--- src/verilog/fifo_irq_pkg.sv ---
// package: register map, field positions, reset values and types for the block
`default_nettype none
package fifo_irq_pkg;
    localparam logic [7:0]  ADDR_STATUS      = 8'h3B;
    localparam logic [7:0]  ADDR_CONTROL     = 8'h3A;
    localparam logic [7:0]  ADDR_IRQ_STAT    = 8'h40;
    localparam logic [7:0]  ADDR_IRQ_MASK    = 8'h41;
    localparam logic [23:0] CONTROL_RESET    = 24'h040200;
    localparam logic [7:0]  STATUS_RESET     = 8'h01;
    localparam int          EN_HIGH_BIT      = 12;
    localparam int          EN_LOW_BIT       = 11;
    localparam int          EN_OVR_BIT       = 10;
    localparam int          EN_FILL_BIT      = 9;
    localparam int          EN_EMPTY_BIT     = 8;
    localparam int          MODE_LSB         = 16;
    localparam int          FLAG_CERR        = 7;
    localparam int          FLAG_HIGH        = 4;
    localparam int          FLAG_LOW         = 3;
    localparam int          FLAG_OVR         = 2;
    localparam int          FLAG_FILL        = 1;
    localparam int          FLAG_EMPTY       = 0;
    localparam logic [8:0]  FULL_DEPTH       = 9'h100;
    localparam int          NUM_EVT          = 5;

    typedef enum logic [1:0] {
        MODE_OFF, MODE_HOLD, MODE_NEWEST
    } fifo_mode_type;

    typedef struct packed {
        logic high;
        logic low;
        logic ovr;
        logic fill;
        logic empty;
    } flag_set_type;

    typedef struct packed {
        logic [7:0] addr;
        logic [23:0] wdata;
        logic        wr;
        logic        rd;
    } reg_req_type;
endpackage : fifo_irq_pkg
`default_nettype wire

--- src/verilog/sample_fifo_irq_status.sv ---
// sample fifo interrupt enables, fill target and status flag logic
//
// Behaviour
// - bit 11 gates low-limit flag onto interrupt; resets to 0.
// - bit 10 gates overrun flag onto interrupt; resets to 0.
// - bit 9 gates fill-target flag; resets to 1.
// - bit 8 gates empty flag onto interrupt; resets to 0.
// - empty interrupt follows empty flag with no extra latency.
// - bit 12 gates high-limit flag onto interrupt; resets to 0.
// - 8-bit fill-target field in control low byte, resets zero.
// - fill target 0 means 256 samples; 1..255 literal.
// - mode 00 off, 01 hold-first, 10/11 keep-newest.
// - flags 4:0 set only in hold-first or keep-newest mode; error bit 7 ignores mode.
// - status at 0x3B reads 0x01 after reset, read-only.
// - status bit 7 is OR of device error register.
// - controller-error bit also drives main status error bit.
//
// Implementation choice: strobed register access.
`default_nettype none
module sample_fifo_irq_status
    import fifo_irq_pkg::*;
(
    input  wire logic        SYS_CLK,
    input  wire logic        RST_N,
    input  wire logic [7:0]  ADDR,
    input  wire logic [23:0] WDATA,
    input  wire logic        WR,
    input  wire logic        RD,
    output logic      [23:0] RDATA,
    input  wire logic [8:0]  FIFO_LEVEL,
    input  wire logic        LOW_LIMIT_HIT,
    input  wire logic        HIGH_LIMIT_HIT,
    input  wire logic        OVERRUN_HIT,
    input  wire logic [7:0]  DEVICE_ERRORS,
    output logic             FIFO_IRQ,
    output logic             MAIN_CTRL_ERR,
    output logic             IRQ
);
    // ========================================
    // register port
    reg_req_type   req;
    logic [23:0]   control_q;
    logic [7:0]    status_q;
    logic [NUM_EVT-1:0] evt_stat_q;
    logic [NUM_EVT-1:0] evt_mask_q;
    logic [23:0]   rdata_q;
    fifo_mode_type mode;
    logic          mode_active;
    logic [8:0]    fill_count;
    logic          fill_reached;
    flag_set_type  flags;
    flag_set_type  enables;
    logic [NUM_EVT-1:0] flags_prev_q;
    logic [NUM_EVT-1:0] rise;
    logic          dev_err_s1_q;
    logic          dev_err_s2_q;

    assign req = '{addr: ADDR, wdata: WDATA, wr: WR, rd: RD};

    always_ff @(posedge SYS_CLK) begin
        if (!RST_N) begin
            control_q <= CONTROL_RESET & 24'h03FF00;
        end else if (req.wr && req.addr == ADDR_CONTROL) begin
            // bit 15 kept zero; upper byte bits above mode reserved
            control_q <= req.wdata & 24'h037FFF;
        end
    end

    assign enables = '{high:  control_q[EN_HIGH_BIT],
                       low:   control_q[EN_LOW_BIT],
                       ovr:   control_q[EN_OVR_BIT],
                       fill:  control_q[EN_FILL_BIT],
                       empty: control_q[EN_EMPTY_BIT]};

    mode_decode u_mode (
        .field  (control_q[MODE_LSB+1:MODE_LSB]),
        .mode   (mode),
        .active (mode_active)
    );

    fill_target_decode u_fill (
        .target  (control_q[7:0]),
        .level   (FIFO_LEVEL),
        .count   (fill_count),
        .reached (fill_reached)
    );

    // ========================================
    // status flags
    // device error summary crosses in from another block's pins
    always_ff @(posedge SYS_CLK) begin
        if (!RST_N) begin
            dev_err_s1_q <= 1'b0;
            dev_err_s2_q <= 1'b0;
        end else begin
            dev_err_s1_q <= |DEVICE_ERRORS;
            dev_err_s2_q <= dev_err_s1_q;
        end
    end

    always_comb begin
        flags.high  = mode_active & HIGH_LIMIT_HIT;
        flags.low   = mode_active & LOW_LIMIT_HIT;
        flags.ovr   = mode_active & OVERRUN_HIT;
        flags.fill  = mode_active & fill_reached;
        flags.empty = mode_active & (FIFO_LEVEL == 9'h000);
    end

    always_ff @(posedge SYS_CLK) begin
        if (!RST_N) begin
            status_q <= STATUS_RESET;
        end else begin
            status_q <= {dev_err_s2_q, 2'b00, flags.high, flags.low,
                         flags.ovr, flags.fill, flags.empty};
        end
    end

    assign MAIN_CTRL_ERR = status_q[FLAG_CERR];

    assign FIFO_IRQ = |(flags & enables);

    // ========================================
    // sticky event status and mask
    always_ff @(posedge SYS_CLK) begin
        if (!RST_N) begin
            flags_prev_q <= '0;
        end else begin
            flags_prev_q <= flags;
        end
    end
    assign rise = flags & ~flags_prev_q;

    genvar gi;
    generate
        for (gi = 0; gi < NUM_EVT; gi++) begin : g_evt
            // set wins over write-one-clear
            always_ff @(posedge SYS_CLK) begin
                if (!RST_N) begin
                    evt_stat_q[gi] <= 1'b0;
                end else if (rise[gi]) begin
                    evt_stat_q[gi] <= 1'b1;
                end else if (req.wr && req.addr == ADDR_IRQ_STAT
                             && req.wdata[gi]) begin
                    evt_stat_q[gi] <= 1'b0;
                end
            end
        end
    endgenerate

    always_ff @(posedge SYS_CLK) begin
        if (!RST_N) begin
            evt_mask_q <= '0;
        end else if (req.wr && req.addr == ADDR_IRQ_MASK) begin
            evt_mask_q <= req.wdata[NUM_EVT-1:0];
        end
    end

    assign IRQ = |(evt_stat_q & evt_mask_q);

    // ========================================
    // read back, one cycle later; unmapped reads zero
    always_ff @(posedge SYS_CLK) begin
        if (!RST_N) begin
            rdata_q <= '0;
        end else if (req.rd) begin
            case (req.addr)
                ADDR_STATUS:   rdata_q <= {16'h0000, status_q};
                ADDR_CONTROL:  rdata_q <= control_q;
                ADDR_IRQ_STAT: rdata_q <= {19'h00000, evt_stat_q};
                ADDR_IRQ_MASK: rdata_q <= {19'h00000, evt_mask_q};
                default:       rdata_q <= '0;
            endcase
        end else begin
            rdata_q <= '0;
        end
    end
    assign RDATA = rdata_q;

    // ========================================
    // checks
    property p_fill_reset;
        @(posedge SYS_CLK) $rose(RST_N) |->
            control_q[EN_FILL_BIT] && !control_q[EN_EMPTY_BIT]
            && (control_q[7:0] == 8'h00);
    endproperty
    a_fill_reset: assert property (p_fill_reset)
        else $error("fill enable not set after reset");

    property p_empty_irq;
        @(posedge SYS_CLK) disable iff (!RST_N)
            (flags.empty && enables.empty) |-> FIFO_IRQ;
    endproperty
    a_empty_irq: assert property (p_empty_irq)
        else $error("empty irq late");

    property p_low_gate;
        @(posedge SYS_CLK) disable iff (!RST_N)
            (!control_q[EN_LOW_BIT] && !control_q[EN_HIGH_BIT]
             && !control_q[EN_OVR_BIT] && !control_q[EN_FILL_BIT]
             && !control_q[EN_EMPTY_BIT]) |-> !FIFO_IRQ;
    endproperty
    a_low_gate: assert property (p_low_gate)
        else $error("irq while all enables off");

    property p_off_quiet;
        @(posedge SYS_CLK) disable iff (!RST_N)
            (control_q[17:16] == 2'b00) |=> (status_q[4:0] == 5'h00);
    endproperty
    a_off_quiet: assert property (p_off_quiet)
        else $error("flag set while fifo disabled");

    property p_fill_count;
        @(posedge SYS_CLK) disable iff (!RST_N)
            (control_q[7:0] == 8'h00) |-> (fill_count == 9'h100);
    endproperty
    a_fill_count: assert property (p_fill_count)
        else $error("target zero not 256");

    property p_ctrl_err;
        @(posedge SYS_CLK) disable iff (!RST_N)
            (|DEVICE_ERRORS) ##1 (|DEVICE_ERRORS) ##1 (|DEVICE_ERRORS)
            |=> status_q[FLAG_CERR] && MAIN_CTRL_ERR;
    endproperty
    a_ctrl_err: assert property (p_ctrl_err)
        else $error("controller error summary missing");

    property p_status_read;
        @(posedge SYS_CLK) disable iff (!RST_N)
            (RD && ADDR == ADDR_STATUS) |=> (RDATA[7:0] == $past(status_q));
    endproperty
    a_status_read: assert property (p_status_read)
        else $error("status read mismatch");

    property p_disable_drop;
        @(posedge SYS_CLK) disable iff (!RST_N)
            (flags == flags_prev_q && (flags & enables) == 5'h00)
            |-> !FIFO_IRQ;
    endproperty
    a_disable_drop: assert property (p_disable_drop)
        else $error("irq without enabled flag");

    property p_sticky;
        @(posedge SYS_CLK) disable iff (!RST_N)
            rise[FLAG_OVR] |=> evt_stat_q[FLAG_OVR];
    endproperty
    a_sticky: assert property (p_sticky)
        else $error("overrun event lost");

    c_empty_irq: cover property (@(posedge SYS_CLK) disable iff (!RST_N)
        flags.empty && enables.empty);
    c_fill_hit: cover property (@(posedge SYS_CLK) disable iff (!RST_N)
        flags.fill && FIFO_IRQ);
    c_irq_out: cover property (@(posedge SYS_CLK) disable iff (!RST_N)
        IRQ);
endmodule : sample_fifo_irq_status
`default_nettype wire

--- src/verilog/fill_target_decode.sv ---
// fill-target decode: 8-bit field to sample count and reached flag
`default_nettype none
module fill_target_decode
    import fifo_irq_pkg::*;
(
    input  wire logic [7:0] target,
    input  wire logic [8:0] level,
    output logic      [8:0] count,
    output logic            reached
);
    assign count   = (target == 8'h00) ? FULL_DEPTH : {1'b0, target};
    assign reached = (level >= count);
endmodule : fill_target_decode
`default_nettype wire

--- src/verilog/mode_decode.sv ---
// fifo mode field decode
`default_nettype none
module mode_decode
    import fifo_irq_pkg::*;
(
    input  wire logic [1:0]    field,
    output fifo_mode_type      mode,
    output logic               active
);
    always_comb begin
        case (field)
            2'h0:    mode = MODE_OFF;
            2'h1:    mode = MODE_HOLD;
            default: mode = MODE_NEWEST;
        endcase
    end
    assign active = (mode != MODE_OFF);
endmodule : mode_decode
`default_nettype wire

--- config.mk ---
export PLATFORM = sky130hd
export DESIGN_NAME = sample_fifo_irq_status
export DESIGN_NICKNAME = d
export VERILOG_FILES = /design/src/verilog/fifo_irq_pkg.sv /design/src/verilog/sample_fifo_irq_status.sv /design/src/verilog/fill_target_decode.sv /design/src/verilog/mode_decode.sv
export SDC_FILE = /design/constraint.sdc
export NUM_CORES = 1
export LEC_CHECK = 0
export ABC_AREA = 0
export BUFFER_PORTS_ARGS = -buffer_cell sky130_fd_sc_hd__buf_2
export CORE_ASPECT_RATIO = 1.25
export CORE_MARGIN = 2
export CORE_UTILIZATION = 30
export CTS_BUF_LIST = sky130_fd_sc_hd__clkbuf_8
export DETAILED_ROUTE_END_ITERATION = 6
export SYNTH_ARGS = -nofsm -noshare
export SYNTH_HDL_FRONTEND = slang
export SYNTH_HIERARCHICAL = 1
export SYNTH_SLANG_ARGS = --single-unit
--- constraint.sdc ---
create_clock -name SYS_CLK -period 3.47 [get_ports SYS_CLK]
set_input_delay 0.694 -clock SYS_CLK [delete_from_list [all_inputs] [get_ports SYS_CLK]]
set_output_delay 0.694 -clock SYS_CLK [all_outputs]
set_load 0.03 [all_outputs]
==> flow_summary.yaml <==
power:
  power_frac_clock_pct: 34.9
  peakVddDrop_v: 0.000136
  intPower_uw: 831
  comb_power_share_pct: 9.1
  switchingPower_uw: 262
  p_per_area_mw_per_mm2: 366
  swShare_pct: 24.0
  p_leak_nw: 1.37
  finalPower_mw: 1.09
  share_seq_of_total_power_pct: 55.9
critical_path:
  rr_worst_depth: 10
  crit_type: "reg2out"
  ff2ff_setup_slack_ns: 1.53
  end_kind: "output port"
  cp_data_arrival_time_ns: 2.55
  r2r_end: "evt_stat_q[1]"
  worstPathRequired_ns: 2.78
  crit_start: "control_q[5]"
  cp-start-kind: "flop"
  crit_fanout: 4
  r2r_start: "control_q[5]"
clock_tree:
  cts_tree: "built"
  clock_path_buffers: 2
  clock_latency_ns: 0.31
  cts_max_level: 2
  cts-hold-fix-buffers: 0
  cts_buffers: 5
  cts.sinks: 53
  clk_pin_slew_ns: 0.10
  clk_root_buffer_cell: "clkbuf_8"
  postCtsSetupBuffers: 0
place:
  dp.cells: 420
  post_dp_cell_area_sq_mm: 0.00288
  portBuffers: 68
  place_ws_ns: 0.332
  dp_hpwl_mm: 4.56
  place_congestion: 0.820
global_routing:
  top_usage_layer: "met2"
  use_met1_pct: 16.0
  grt_pass1_wl_mm: 9.86
  grt_max_degree: 33
  grt_pass1_vias: 2103
  antenna_found_initial: 0
  met3_usage_pct: 3.26
  grt_use_met2_pct: 25.3
  grt.total_usage_pct: 13.9
  grt-ovfl-total: 0
floorplanning:
  start_util_pct: 30.6
  coreArea_sq_mm: 0.00819
  die_y_microns: 106
  die_area_sq_mm: 0.00911
  ios: 83
  rows: 37
  die_x_microns: 85.8
layout:
  layout-drive-gt1-share_pct: 29.6
  multi_input_area_sq_mm: 0.00128
  syn2layout_area_growth_pct: 19.1
  diodes: 0
  seqCellArea_sq_mm: 0.00106
  final_area_sq_mm: 0.00299
  utilization_pct: 36.5
  layout.cells.non_filler: 428
  nNetsFinal: 395
  fillers: 848
detailed_routing:
  vias: 2030
  post-route-drc-count: 5
  first_iter_violations: 93
  routedWlPerCell_microns: 14.0
  ant_nets: 0
  drtPass1Iterations: 7
  drt-total-wl_mm: 5.98
  avgViaCountPerCell: 4.74
synth:
  synthCells: 267
  yosysWarnings: 6
  syn_area_per_cell_sq_um: 9.40
  syn-cell-area_sq_mm: 0.00251
timing:
  hold_viol_final: 0
  slew_violations: 0
  slew_headroom_pct: 50.0
  worstMarginPinSlew_ns: 0.751
  period_minus_slack_ns: 3.24
  tns_ns: 0
  finClkSkew_ns: 0.0121
  fmax_mhz: 309
  finalSetupViolCount: 0
  setup_slack_ns: 0.230
  whs_ns: 0.445
  fin_crit_sh_pct: 93.4
run_status:
  status: "complete, but fails checks"
  violations: "design-rule violations"
min_path:
  worstHoldStart: "dev_err_s1_q"
  min_to: "dev_err_s2_q"
  hold_path.class: "reg2reg"
  whs_path_depth: 1
run:
  drv_cap: 0
## sequential cells by signal (all words and copies together), names as in the netlist
name          cells
dev_err_s2_q      1
control_q        17
flags_prev_q      1
status_q          6
dev_err_s1_q      1
evt_stat_q        5
RDATA            17
evt_mask_q        5
## worst max-delay path by stage
stage          endpoint  slack (ns)
2_1_floorplan  FIFO_IRQ        0.75
3_3_place_gp   FIFO_IRQ        0.38
3_5_place_dp   FIFO_IRQ        0.33
4_1_cts        FIFO_IRQ        0.16
5_1_grt        FIFO_IRQ      -0.002
6_report       FIFO_IRQ        0.23
## power groups by stage
stage          Sequential, mW  Combinational (mW)  Clock [mW]
2_1_floorplan           0.626              0.0597           0
3_3_place_gp            0.626              0.0980           0
3_5_place_dp            0.626               0.100           0
4_1_cts                 0.612               0.100       0.394
5_1_grt                 0.612               0.111       0.424
6_report                0.611              0.0999       0.382
## layer usage
layer / wire length (microns) / vias to the layer above / share of wire, %
li1: - / 1037 / -
met5: 0 / - / 0
met1: 2480 / 914 / 41
met3: 396 / 6 / 6.6
met4: 85 / 0 / 1.4
met2: 3020 / 73 / 51
## timing repair
| action | 4_1_cts | 5_1_grt |
|---|---|---|
| hold endpoints to repair | 0 | 0 |
| gates resized for setup | 0 | 1 |
| setup endpoints to repair | 0 | 1 |
## worst max-delay path: stages, from the launching register on
cell	delay (ns)
dfxtp_1	0.35
nor4_2	0.28
nand2_1	0.09
ha_1	0.33
nand2_1	0.07
nor2_1	0.05
a211oi_2	0.18
o21ai_1	0.16
a22oi_1	0.23
nand2_1	0.08
a22o_1	0.24
buf_2	0.17
## final cells by class
type / count / share of cell area (%)
inverters: 13 / 1.63
multi-input cells: 184 / 42.8
well taps: 97 / 4.06
flip-flops and latches: 53 / 35.5
clock buffers: 7 / 3.22
repair buffers: 73 / 12.6
clock inverters: 1 / 0.168
## cells in the final DEF, fill, tap and decap left out, drive strengths merged, types with 2 or more instances in the layout
cell type / instances
buf: 73
dfxtp: 53
nand2: 47
mux2i: 23
and2: 14
inv: 13
nand3: 12
mux2: 10
ha: 9
conb: 7
clkbuf: 7
nor2: 6
a211oi: 6
and3: 6
nor4: 6
nand4: 4
a41oi: 4
o21a: 4
a22oi: 3
nor2b: 3
a21oi: 2
o21ai: 2
Note: power is estimated with default switching activity, not from simulation.
